<file path="src/core/sebw_pkg.sv">
`default_nettype none
package sebw_pkg;
   // Bus clock period and the self-timed programming interval.
   localparam int CLK_PERIOD_NS             = 4;
   localparam int INTERNAL_PROGRAM_TIME_NS  = 100000;
   localparam int PROG_CYCLES_DEF           = (INTERNAL_PROGRAM_TIME_NS + CLK_PERIOD_NS - 1) / CLK_PERIOD_NS;
   // Select byte layout.
   localparam logic [3:0] TYPE_ARRAY        = 4'hA;
   localparam logic [3:0] TYPE_ID_PAGE      = 4'hB;
   localparam int TYPE_MSB                  = 7;
   localparam int TYPE_LSB                  = 4;
   localparam int CS_MSB                    = 3;
   localparam int CS_LSB                    = 1;
   localparam int RW_POS                    = 0;
   // Address layout.
   localparam int ADDR_W                    = 16;
   localparam int OFS_W                     = 6;
   localparam int ID_LOCK_SEL_BIT           = 10;
   localparam int ARRAY_MSB                 = 13;
   localparam int LOCK_DATA_BIT             = 1;
   localparam int PAGE_BYTES                = 64;
   // Four-byte correction groups.
   localparam int GRP_BYTES                 = 4;
   localparam int NUM_GRPS                  = 16;
   localparam int GRP_W                     = 12;
   localparam int FIFO_DEPTH                = 16;
   localparam int FIFO_W                    = 1 + GRP_W + 8 * GRP_BYTES + GRP_BYTES;
   // Bit slot index of the acknowledge.
   localparam logic [3:0] ACK_SLOT          = 4'h8;
   // Synchronised pins: index and reset level.
   localparam int SYNC_N                    = 6;
   localparam int PIN_SCL                   = 0;
   localparam int PIN_SDA                   = 1;
   localparam int PIN_CS_LO                 = 2;
   localparam int PIN_CS_MID                = 3;
   localparam int PIN_CS_HI                 = 4;
   localparam int PIN_WP                    = 5;
   localparam logic [SYNC_N-1:0] PIN_RST    = 6'h03;
   typedef enum logic [2:0] {ST_IDLE, ST_DEV, ST_ADDR_HI, ST_ADDR_LO, ST_DATA, ST_BUSY} sebw_state_t;
endpackage
`default_nettype wire

</file>
<file path="src/core/sebw_fifo.sv">
`timescale 1ns/100ps
`default_nettype none
module sebw_fifo #(
   parameter int W     = 8,
   parameter int DEPTH = 16
) (
   // Clock and reset.
   input  wire logic         clk_i,
   input  wire logic         reset_i,
   // Fill side.
   input  wire logic         in_valid_i,
   output logic              in_ready_o,
   input  wire logic [W-1:0] in_data_i,
   // Drain side.
   output logic              out_valid_o,
   input  wire logic         out_ready_i,
   output logic [W-1:0]      out_data_o
);
   localparam int AW = $clog2(DEPTH);
   logic [W-1:0]  mem_reg [DEPTH];
   logic [AW-1:0] wr_ptr_reg;
   logic [AW-1:0] rd_ptr_reg;
   logic [AW:0]   count_reg;
   logic          push;
   logic          pop;

   // Full and empty come straight from the occupancy count.
   assign in_ready_o  = (count_reg != AW'(0) + (AW+1)'(DEPTH)) ? 1'b1 : 1'b0;
   assign out_valid_o = (count_reg != '0);
   assign out_data_o  = mem_reg[rd_ptr_reg];
   assign push        = in_valid_i && in_ready_o;
   assign pop         = out_valid_o && out_ready_i;

   // Storage is written only on an accepted push.
   always_ff @(posedge clk_i) begin
      if (push) begin
         mem_reg[wr_ptr_reg] <= in_data_i;
      end
   end

   // Pointers wrap at the depth, which is a power of two.
   always_ff @(posedge clk_i or posedge reset_i) begin
      if (reset_i) begin
         wr_ptr_reg <= '0;
         rd_ptr_reg <= '0;
         count_reg  <= '0;
      end else begin
         if (push) begin
            wr_ptr_reg <= wr_ptr_reg + AW'(1);
         end
         if (pop) begin
            rd_ptr_reg <= rd_ptr_reg + AW'(1);
         end
         count_reg <= count_reg + (AW+1)'(push) - (AW+1)'(pop);
      end
   end
endmodule
`default_nettype wire

</file>
<file path="src/core/sebw_slave.sv">
// Operation
// - Start: SDA falls while SCL high.
// - Watch for Start except while programming.
// - Stop: SDA rises while SCL high; ends.
// - Sample SDA on each rising SCL edge.
// - Receiver pulls SDA low in ninth clock.
// - Select bits 3..1 must equal straps.
// - Select bit 0: one read, zero write.
// - Match acks; mismatch releases, goes standby.
// - Write select, then two acked address bytes.
// - Program only on Stop in slot ten.
// - Counter points past last modified byte.
// - While programming, SDA released, requests ignored.
// - Protect high: data not acked, no write.
// - Page write wraps within 64-byte page.
// - Each data byte bumps low six bits; refused bytes and lock-command bytes do not.
// - Identification write: bit ten zero, offset.
// - Locked page: identification data not acked.
// - Lock command locks when data bit one.
// - Writes reprogram whole aligned four-byte group.
// - Protect low or floating allows writes.
// - Floating strap reads as zero.
// - Start mid-instruction aborts pending command.
`timescale 1ns/100ps
`default_nettype none
module sebw_slave #(
   parameter int PROG_CYCLES = sebw_pkg::PROG_CYCLES_DEF
) (
   // Clock and reset.
   input  wire logic                        clk_i,
   input  wire logic                        reset_i,
   // Two-wire bus pins.
   input  wire logic                        scl_i,
   input  wire logic                        sda_i,
   output logic                             sda_o,
   output logic                             sda_oe_n_o,
   // Straps and protection.
   input  wire logic                        chip_select_strap_hi_i,
   input  wire logic                        chip_select_strap_mid_i,
   input  wire logic                        chip_select_strap_lo_i,
   input  wire logic                        write_protect_input_i,
   // Program port toward the cell array.
   output logic                             prog_valid_o,
   input  wire logic                        prog_ready_i,
   output logic                             prog_id_page_o,
   output logic [sebw_pkg::GRP_W-1:0]       prog_group_o,
   output logic [8*sebw_pkg::GRP_BYTES-1:0] prog_data_o,
   output logic [sebw_pkg::GRP_BYTES-1:0]   prog_mask_o,
   // Status.
   output logic                             busy_o,
   output logic                             id_locked_o,
   output logic [sebw_pkg::ADDR_W-1:0]      addr_counter_o
);
   import sebw_pkg::*;

   logic [SYNC_N-1:0] pin_raw;
   logic [SYNC_N-1:0] s1_reg, s2_reg, s3_reg, filt_reg, prev_reg;
   logic              scl_rise, scl_fall, start_seen, stop_seen;
   sebw_state_t       st_reg;
   logic [3:0]        bitcnt_reg;
   logic [7:0]        shift_reg;
   logic              in_ack_reg, data_acked_reg, id_sel_reg, lock_pend_reg, id_locked_reg;
   logic [ADDR_W-1:0] addr_reg;
   logic [7:0]        page_reg [PAGE_BYTES];
   logic [PAGE_BYTES-1:0] mask_reg;
   logic              take, dev_match, lock_cmd, data_ok, ack_ok, store, commit, eng_done;
   logic              push_reg;
   logic [3:0]        grp_reg;
   logic [31:0]       timer_reg;
   logic              fifo_in_ready, fifo_out_valid, fifo_out_ready, grp_dirty;
   logic [FIFO_W-1:0] fifo_in, fifo_out;
   logic [8*GRP_BYTES-1:0] grp_data;

   ////////////////////////////////////////////////////////////////////////////
   // Floating straps and a floating protect input are pulled low on the pad.
   assign pin_raw = {write_protect_input_i, chip_select_strap_hi_i,
                     chip_select_strap_mid_i, chip_select_strap_lo_i, sda_i, scl_i};

   // Each pin passes three flops; a change counts once the last two agree.
   for (genvar g = 0; g < SYNC_N; g++) begin : g_sync
      always_ff @(posedge clk_i or posedge reset_i) begin
         if (reset_i) begin
            s1_reg[g]   <= PIN_RST[g];
            s2_reg[g]   <= PIN_RST[g];
            s3_reg[g]   <= PIN_RST[g];
            filt_reg[g] <= PIN_RST[g];
            prev_reg[g] <= PIN_RST[g];
         end else begin
            s1_reg[g]   <= pin_raw[g];
            s2_reg[g]   <= s1_reg[g];
            s3_reg[g]   <= s2_reg[g];
            filt_reg[g] <= (s2_reg[g] == s3_reg[g]) ? s3_reg[g] : filt_reg[g];
            prev_reg[g] <= filt_reg[g];
         end
      end
   end

   // Bus events from the filtered levels; Start and Stop need SCL high on both sides.
   assign scl_rise   = filt_reg[PIN_SCL] && !prev_reg[PIN_SCL];
   assign scl_fall   = !filt_reg[PIN_SCL] && prev_reg[PIN_SCL];
   assign start_seen = !filt_reg[PIN_SDA] && prev_reg[PIN_SDA] && filt_reg[PIN_SCL] && prev_reg[PIN_SCL];
   assign stop_seen  = filt_reg[PIN_SDA] && !prev_reg[PIN_SDA] && filt_reg[PIN_SCL] && prev_reg[PIN_SCL];

   ////////////////////////////////////////////////////////////////////////////
   // Byte decisions are taken on the SCL fall after the eighth bit.
   assign take      = scl_fall && (bitcnt_reg == ACK_SLOT) && !in_ack_reg;
   assign dev_match = (shift_reg[TYPE_MSB:TYPE_LSB] == TYPE_ARRAY ||
                       shift_reg[TYPE_MSB:TYPE_LSB] == TYPE_ID_PAGE) &&
                      (shift_reg[CS_MSB:CS_LSB] == {filt_reg[PIN_CS_HI], filt_reg[PIN_CS_MID],
                                                    filt_reg[PIN_CS_LO]});
   assign lock_cmd  = id_sel_reg && addr_reg[ID_LOCK_SEL_BIT];
   assign data_ok   = !filt_reg[PIN_WP] && !(id_sel_reg && id_locked_reg);
   assign store     = take && (st_reg == ST_DATA) && data_ok && !lock_cmd;
   assign commit    = stop_seen && (st_reg == ST_DATA) && (bitcnt_reg == 4'h1) &&
                      data_acked_reg && !filt_reg[PIN_WP];

   // Acknowledge choice per phase of the instruction.
   always_comb begin
      unique case (st_reg)
         ST_DEV:                 ack_ok = dev_match;
         ST_ADDR_HI, ST_ADDR_LO: ack_ok = 1'b1;
         ST_DATA:                ack_ok = data_ok;
         default:                ack_ok = 1'b0;
      endcase
   end

   // Protocol sequencer, bit counter, shifter and open-drain drive.
   always_ff @(posedge clk_i or posedge reset_i) begin
      if (reset_i) begin
         st_reg         <= ST_IDLE;
         bitcnt_reg     <= 4'h0;
         shift_reg      <= 8'h00;
         in_ack_reg     <= 1'b0;
         sda_oe_n_o     <= 1'b1;
         data_acked_reg <= 1'b0;
         id_sel_reg     <= 1'b0;
         addr_reg       <= 16'h0000;
         lock_pend_reg  <= 1'b0;
         id_locked_reg  <= 1'b0;
      end else if (st_reg == ST_BUSY) begin
         sda_oe_n_o <= 1'b1;
         in_ack_reg <= 1'b0;
         if (eng_done) begin
            st_reg <= ST_IDLE;
         end
      end else if (start_seen) begin
         st_reg         <= ST_DEV;
         bitcnt_reg     <= 4'h0;
         in_ack_reg     <= 1'b0;
         sda_oe_n_o     <= 1'b1;
         data_acked_reg <= 1'b0;
         lock_pend_reg  <= 1'b0;
      end else if (stop_seen) begin
         sda_oe_n_o <= 1'b1;
         in_ack_reg <= 1'b0;
         bitcnt_reg <= 4'h0;
         st_reg     <= commit ? ST_BUSY : ST_IDLE;
         if (commit && lock_pend_reg) begin
            id_locked_reg <= 1'b1;
         end
      end else if (scl_rise && st_reg != ST_IDLE && bitcnt_reg != ACK_SLOT) begin
         shift_reg  <= {shift_reg[6:0], filt_reg[PIN_SDA]};
         bitcnt_reg <= bitcnt_reg + 4'h1;
         if (bitcnt_reg == 4'h1) begin
            data_acked_reg <= 1'b0;
         end
      end else if (take && st_reg != ST_IDLE) begin
         in_ack_reg     <= 1'b1;
         sda_oe_n_o     <= !ack_ok;
         data_acked_reg <= (st_reg == ST_DATA) && data_ok;
         unique case (st_reg)
            ST_DEV: begin
               id_sel_reg <= (shift_reg[TYPE_MSB:TYPE_LSB] == TYPE_ID_PAGE);
               // Read sequences live elsewhere; a read select is acked and left.
               st_reg <= (dev_match && !shift_reg[RW_POS]) ? ST_ADDR_HI : ST_IDLE;
            end
            ST_ADDR_HI: begin
               addr_reg[15:8] <= shift_reg;
               st_reg         <= ST_ADDR_LO;
            end
            ST_ADDR_LO: begin
               addr_reg[7:0] <= shift_reg;
               st_reg        <= ST_DATA;
            end
            default: begin
               if (data_ok && lock_cmd) begin
                  lock_pend_reg <= shift_reg[LOCK_DATA_BIT];
               end else if (data_ok) begin
                  addr_reg[OFS_W-1:0] <= addr_reg[OFS_W-1:0] + 6'h01;
               end
            end
         endcase
      end else if (scl_fall && in_ack_reg) begin
         in_ack_reg <= 1'b0;
         sda_oe_n_o <= 1'b1;
         bitcnt_reg <= 4'h0;
      end
   end

   // The data pin is only ever pulled low.
   always_ff @(posedge clk_i or posedge reset_i) begin
      if (reset_i) begin
         sda_o <= 1'b0;
      end else begin
         sda_o <= 1'b0;
      end
   end

   ////////////////////////////////////////////////////////////////////////////
   // Page latch: bytes are held until a valid Stop, so an aborted command leaves no trace.
   always_ff @(posedge clk_i or posedge reset_i) begin
      if (reset_i) begin
         mask_reg <= '0;
      end else if (start_seen && st_reg != ST_BUSY) begin
         mask_reg <= '0;
      end else if (eng_done) begin
         mask_reg <= '0;
      end else if (store) begin
         mask_reg[addr_reg[OFS_W-1:0]] <= 1'b1;
      end
   end

   always_ff @(posedge clk_i) begin
      if (store) begin
         page_reg[addr_reg[OFS_W-1:0]] <= shift_reg;
      end
   end

   // One group of four bytes with its byte mask; the array merges unmasked bytes.
   assign grp_dirty = |mask_reg[{grp_reg, 2'b00} +: GRP_BYTES];
   for (genvar b = 0; b < GRP_BYTES; b++) begin : g_grp
      assign grp_data[8*b +: 8] = page_reg[{grp_reg, 2'(b)}];
   end
   assign fifo_in = {id_sel_reg,
                     id_sel_reg ? {8'h00, grp_reg} : {addr_reg[ARRAY_MSB:OFS_W], grp_reg},
                     grp_data, mask_reg[{grp_reg, 2'b00} +: GRP_BYTES]};

   ////////////////////////////////////////////////////////////////////////////
   // Programming engine: walk the groups while the programming time runs out; done when both finish.
   // A stalled array port holds the engine once the FIFO is full, so busy can outlast the timer.
   assign eng_done = (st_reg == ST_BUSY) && !push_reg && (timer_reg == 32'h0);

   always_ff @(posedge clk_i or posedge reset_i) begin
      if (reset_i) begin
         push_reg  <= 1'b0;
         grp_reg   <= 4'h0;
         timer_reg <= 32'h0;
      end else if (commit) begin
         push_reg  <= !lock_cmd;
         grp_reg   <= 4'h0;
         timer_reg <= 32'(PROG_CYCLES);
      end else begin
         if (timer_reg != 32'h0) begin
            timer_reg <= timer_reg - 32'h1;
         end
         if (push_reg && (!grp_dirty || fifo_in_ready)) begin
            grp_reg <= grp_reg + 4'h1;
            if (grp_reg == 4'(NUM_GRPS - 1)) begin
               push_reg <= 1'b0;
            end
         end
      end
   end

   sebw_fifo #(
      .W     (FIFO_W),
      .DEPTH (FIFO_DEPTH)
   ) u_fifo (
      .clk_i       (clk_i),
      .reset_i     (reset_i),
      .in_valid_i  (push_reg && grp_dirty),
      .in_ready_o  (fifo_in_ready),
      .in_data_i   (fifo_in),
      .out_valid_o (fifo_out_valid),
      .out_ready_i (fifo_out_ready),
      .out_data_o  (fifo_out)
   );

   // Output stage keeps the program port registered.
   assign fifo_out_ready = !prog_valid_o || prog_ready_i;
   always_ff @(posedge clk_i or posedge reset_i) begin
      if (reset_i) begin
         prog_valid_o   <= 1'b0;
         prog_id_page_o <= 1'b0;
         prog_group_o   <= '0;
         prog_data_o    <= '0;
         prog_mask_o    <= '0;
      end else if (fifo_out_ready) begin
         prog_valid_o <= fifo_out_valid;
         {prog_id_page_o, prog_group_o, prog_data_o, prog_mask_o} <= fifo_out;
      end
   end

   // Status mirrors.
   always_ff @(posedge clk_i or posedge reset_i) begin
      if (reset_i) begin
         busy_o         <= 1'b0;
         id_locked_o    <= 1'b0;
         addr_counter_o <= 16'h0000;
      end else begin
         busy_o         <= (st_reg == ST_BUSY);
         id_locked_o    <= id_locked_reg;
         addr_counter_o <= addr_reg;
      end
   end
endmodule
`default_nettype wire

</file>
<file path="config.mk">
export PLATFORM = sky130hd
export DESIGN_NAME = sebw_slave
export DESIGN_NICKNAME = d
export VERILOG_FILES = /design/src/core/sebw_pkg.sv /design/src/core/sebw_fifo.sv /design/src/core/sebw_slave.sv
export SDC_FILE = /design/constraint.sdc
export NUM_CORES = 2
export LEC_CHECK = 0
export ABC_CLOCK_PERIOD_IN_PS = 7800
export BUFFER_PORTS_ARGS = -buffer_cell sky130_fd_sc_hd__buf_2
export CORE_AREA = 2 2 350 352
export DETAILED_ROUTE_END_ITERATION = 6
export DIE_AREA = 0 0 352 354
export PLACE_DENSITY = 0.68
export SLEW_MARGIN = 30
export SYNTH_ARGS = -nofsm -noshare
export SYNTH_HDL_FRONTEND = slang
export SYNTH_HIERARCHICAL = 1
export SYNTH_SLANG_ARGS = --single-unit
</file>
<file path="constraint.sdc">
create_clock -name clk_i -period 7.8 [get_ports clk_i]
set_input_delay 1.17 -clock clk_i [delete_from_list [all_inputs] [get_ports clk_i]]
set_output_delay 1.17 -clock clk_i [all_outputs]
set_load 0.05 [all_outputs]
</file>
* Yosys cells after proc, flatten, opt, wreduce, memory -nomap -nowiden *
Memories as Yosys holds them, arrays and structs flattened. A register that Yosys moved wholly into a read port is not among the register bits.
Cells that the tools add are included.

storage, ports and cells
  register bits after elaboration = 196
  RAM bits = 1296
  input port bits = 9
  output and inout bits = 70
  word-level logic and storage cells = 240
  memories kept = 2

memory list
  memory          depth  width  rd ports  clocked after memory_dff  write ports  line              text
  u_fifo.mem_reg  16     49     1         1                         1            sebw_fifo.sv:20   logic [W-1:0] mem_reg [DEPTH];
  page_reg        64     8      4         0                         1            sebw_slave.sv:64  logic [7:0] page_reg [PAGE_BYTES];

operators by class
  add/subtract/negate cells = 8
  order comparisons = 2
  equality and inequality tests = 28
  shifts and indexed selects = 1
  multiplexer cells = 59
  bitwise gates (word level) = 6
  reductions and logical operators = 85

operator list
  kind                                                                   number
  64-bit two-way mux                                                     3
  32-bit two-way mux                                                     2
  64-bit bitwise OR                                                      1
  64-bit by 7-bit variable part select with 4-bit output                 1
  1-bit logical AND                                                      37
  32-bit zero test                                                       1
  1-bit two-way mux                                                      32
  32-bit nonzero test                                                    1
  32-bit by 1-bit subtractor with 32-bit output (second input constant)  1
  4-bit two-way mux                                                      7
  6-bit AND reduction                                                    4
  3-bit two-way mux                                                      7
  4-bit by 1-bit adder with 4-bit output (second input constant)         4
  4-bit == test (second input constant)                                  4
  4-bit AND reduction                                                    4
  1-bit zero test                                                        13
  12-bit two-way mux                                                     1
  6-bit two-way mux                                                      2
  6-bit one-hot mux with 2 select lines                                  1
  2-bit nonzero test                                                     6
  5-bit nonzero test                                                     2
  3-bit one-hot mux with 3 select lines                                  1
  3-bit nonzero test                                                     3
  4-bit inequality test (second input constant)                          2
  other kinds (29)                                                       49

* Logic depth before layout (Yosys ltp) *
  word-level depth = 12
  depth in mapped cells = 19
  depth with buffers taken out = 16

* Hierarchy *
The synthesis kept the hierarchy.

modules (own cells, without submodules)
  module      instances  cells each  area an instance (µm²)  seq. area each (µm²)
  sebw_fifo   1          1497        30773.3                 23867.9
  sebw_slave  1          1557        29194.2                 21194.1

* Worst setup path before layout *
OpenSTA, ideal clock, no wires.

  path type = register -> register
  from = reg grp_reg[1]
  to = mem u_fifo/mem_reg[0][0] (netlist name) (enable)
  library setup time = 577 ps
  arrival time = 7006 ps
  required time = 7223 ps
  path slack = 217 ps
  stages on the path, launching flop included = 12
  buffers on the path = 3
  period minus slack after synthesis = 7583 ps
  cell sequence = dfrtp_1 > buf_2 > clkbuf_1 > or2_2 > o22ai_1 > o31a_1 > nand4_1 > and2_1 > and2_1 > clkbuf_2 > inv_1 > nor4_1

on the way
  cells in the longest elaborated chain, start to end = 6

ends and longest elaborated chain
  what                                                    line               text
  start, declared                                         sebw_slave.sv:68   logic [3:0] grp_reg;
  start signal, assigned                                  sebw_slave.sv:257  grp_reg <= grp_reg + 4'h1;
  64-bit by 7-bit variable part select with 4-bit output  sebw_slave.sv:230  assign grp_dirty = |mask_reg[{grp_reg, 2'b00} +: GRP_BYTES];
  4-bit OR reduction                                      sebw_slave.sv:230
  1-bit logical AND                                       sebw_slave.sv:271  .in_valid_i (push_reg && grp_dirty),
  1-bit logical AND                                       sebw_fifo.sv:31    assign push = in_valid_i && in_ready_o;
  1-bit two-way mux                                       sebw_fifo.sv:36    if (push) begin
  1-bit two-way mux (not written as such)                 sebw_fifo.sv:37    mem_reg[wr_ptr_reg] <= in_data_i;
  end, declared                                           sebw_fifo.sv:20

Every way passes these cells.

* Final worst setup path *
  from = reg grp_reg[1]
  to = mem u_fifo/mem_reg[10][21] (netlist name) (enable)

The elaborated chain is that of the path after synthesis.

==> impl_metrics.json <==
{
  "status": "complete, no violations",
  "fin_hold_ws_ns": 0.353,
  "cts_root_buffer": "clkbuf_16",
  "syn_area_per_cell_sq_um": 19.6,
  "yosysWarnings": 6,
  "synthToLayoutAreaGrowth_pct": 12.0,
  "power_density_nw_per_um2": 339,
  "final_area_sq_um": 67200,
  "p_leak_nw": 22.7,
  "hold_depth": 0,
  "die_height_microns": 354,
  "dp_slack_ns": 2.06,
  "fin_ws_ns": 2.17,
  "overflow": 0,
  "grt_antenna_before_repair": 5,
  "endpoint_kind": "flip-flop",
  "hold_viol": 0,
  "die_area_sq_um": 125000,
  "yosys_register_bits": 1541,
  "synthArstFlopShare_pct": 15.9,
  "post-cts-setup-buffer-count": 0,
  "skew_ns": 0.0284,
  "drc": 0,
  "grt_max_degree": 166,
  "reg2reg_depth": 12,
  "path_clk_slew_ns": 0.06,
  "reg2reg_slack_ns": 2.17,
  "drive_gt1_share_pct": 24.4,
  "rsz0062_at_grt": "no",
  "via_per_inst": 5.98,
  "yosysTopAreaCell": "edfxtp_1",
  "setup_viol": 0,
  "ys.flop_type": "edfxtp_1",
  "fmax_mhz": 178,
  "cp.arrival_ns": 6.03,
  "final_core_util_pct": 55.5,
  "yosysTopAreaCellShare_pct": 64.9,
  "hold_path_end": "s2_reg[3]",
  "cts_hold_buf": 0,
  "hold_path_startpoint": "s1_reg[3]",
  "num_io_pins": 79,
  "num_vias": 29500,
  "rows": 128,
  "worst-path-max-fanout": 59,
  "start_util_pct": 49.6,
  "track_usage_pct": 21.0,
  "post_drt_wl_per_cell_microns": 26.3,
  "largest_reg_flops": 784,
  "synth_edf_count": 1296,
  "die-width_microns": 352,
  "cts_tree": "built",
  "core_sq_um": 121000,
  "r2r-end": "u_fifo/mem_reg[10][21]",
  "cts_sinks": 1541,
  "h-tree-depth": 4,
  "firstDrtPassIters": 6,
  "dp_hpwl_mm": 76.4,
  "cp.required_ns": 8.20,
  "final_common_cell": "edfxtp_1",
  "worst_pin_slew_ns": 1.01,
  "synth_area_leaders": "edfxtp_1 65%, mux4_2 10%, dfrtp_1 9.8%, mux2i_1 3.4%, mux2_2 1.4%",
  "routabilityCongestion": 0.826,
  "syn_nets": 3081,
  "synth_cell_types": 76,
  "ys_seq_area_share_pct": 75.1,
  "r2r-start": "grp_reg[1]",
  "grt_pass1_wl_mm": 196,
  "port_buffers": 77,
  "drv_slew": 0,
  "cts_buffers": 155,
  "syn_inst": 3054,
  "drt_iter0_drc": 2992,
  "post-route-period-util_pct": 72.2,
  "crit_path_start_kind": "flip-flop",
  "synth_area_sq_um": 60000,
  "grt_pass1_vias": 30600,
  "clkLatencyLatePin_ns": 0.77,
  "place_area_sq_um": 62100,
  "ant_nets": 0,
  "maxCapViolCount": 0,
  "finalWirelength_mm": 130,
  "critical_path_class": "flip-flop to flip-flop",
  "peakVddDrop_mv": 0.271,
  "cts_buffer_depth": 3,
  "final_cell_mix": "1296 x edfxtp_1, 268 x mux4_2, 218 x dfrtp_1",
  "relSlewSlack_pct": 32.4,
  "cts_resized": 0,
  "hp-class": "flip-flop to flip-flop",
  "nets": 3205,
  "period_needed_ns": 5.63,
  "tns_ns": 0
}
final cells by class:
type / count / area, sq um
fill: 8976 / 53700
sequential: 1541 / 45100
multi-input combinational: 1316 / 14100
clock buffer: 202 / 4180
tap: 1625 / 2030
timing repair buffer: 133 / 956
clock inverter: 85 / 688
inverter: 31 / 124
antenna: 4 / 10.0
kinds of logic after synthesis:
logic type	Yosys count	share of synthesized area, %
AO/OA/AOI/OAI	352	4.25
multiplexers	549	14.9
buffers and inverters	197	1.70
other	1	0.00625
AND/OR/NAND/NOR	350	2.90
flip-flops	1541	75.1
adder cells (fa/ha/maj)	24	0.488
XOR/XNOR	40	0.584
how the worst max path moves through the flow:
stage,startpoint,endpoint,depth (start not counted)
4_1_cts,grp_reg[1],u_fifo/mem_reg[11][25],11
2_1_floorplan,grp_reg[1],u_fifo/mem_reg[0][0],11
6_report,grp_reg[1],u_fifo/mem_reg[10][21],12
3_3_place_gp,grp_reg[1],u_fifo/mem_reg[8][2],11
3_5_place_dp,grp_reg[1],u_fifo/mem_reg[10][19],11
5_1_grt,grp_reg[1],u_fifo/mem_reg[10][12],12
per-stage QoR:
stage          total power, mW  instances
5_1_grt                   23.7       4933
2_1_floorplan             14.3       3054
3_5_place_dp              15.9       4642
4_1_cts                   22.9       4929
3_3_place_gp              15.8       4640
6_report                  22.8       4937
layer usage:
metal | global-route usage, % | vias to the layer above | wire length (microns)
met5 | 0 | - | 0
met1 | 28.6 | 15600 | 54100
met2 | 35.0 | 1009 | 65400
li1 | - | 12700 | -
met3 | 3.58 | 209 | 7670
met4 | 6.20 | 0 | 2920
power breakdown:
part	internal, mW	total [mW]	switching [mW]
registers	9.84	10.2	0.327
logic	2.00	5.56	3.56
clock network	4.00	7.04	3.04
cell usage after synthesis (12+ instances only):
cell type  count
a221oi_1      98
edfxtp_1    1296
buf_6         26
o21ai_0       71
nand2_1       89
buf_4         15
dfrtp_1      234
a22oi_1       54
xor2_1        12
and2_1        14
o21a_1        64
buf_1         21
ha_1          17
nor3_1        15
buf_2         18
nor2b_1       15
nor2_1       115
mux2i_1      203
nand3_1       20
inv_1         31
a21oi_1       25
clkbuf_1      84
xnor2_1       28
mux4_2       268
mux2_2        77
worst max-delay path: stages (launching register included):
cell	delay [ns]
dfrtp_4	0.75
buf_12	0.30
buf_4	0.72
or2_2	0.26
o22ai_1	0.08
o31a_1	0.33
nand4_1	0.17
and2_1	0.21
and2_1	0.31
inv_1	0.23
nor3b_1	0.43
and2_2	0.87
buf_4	0.52
Power figures use the tool's default switching activity.
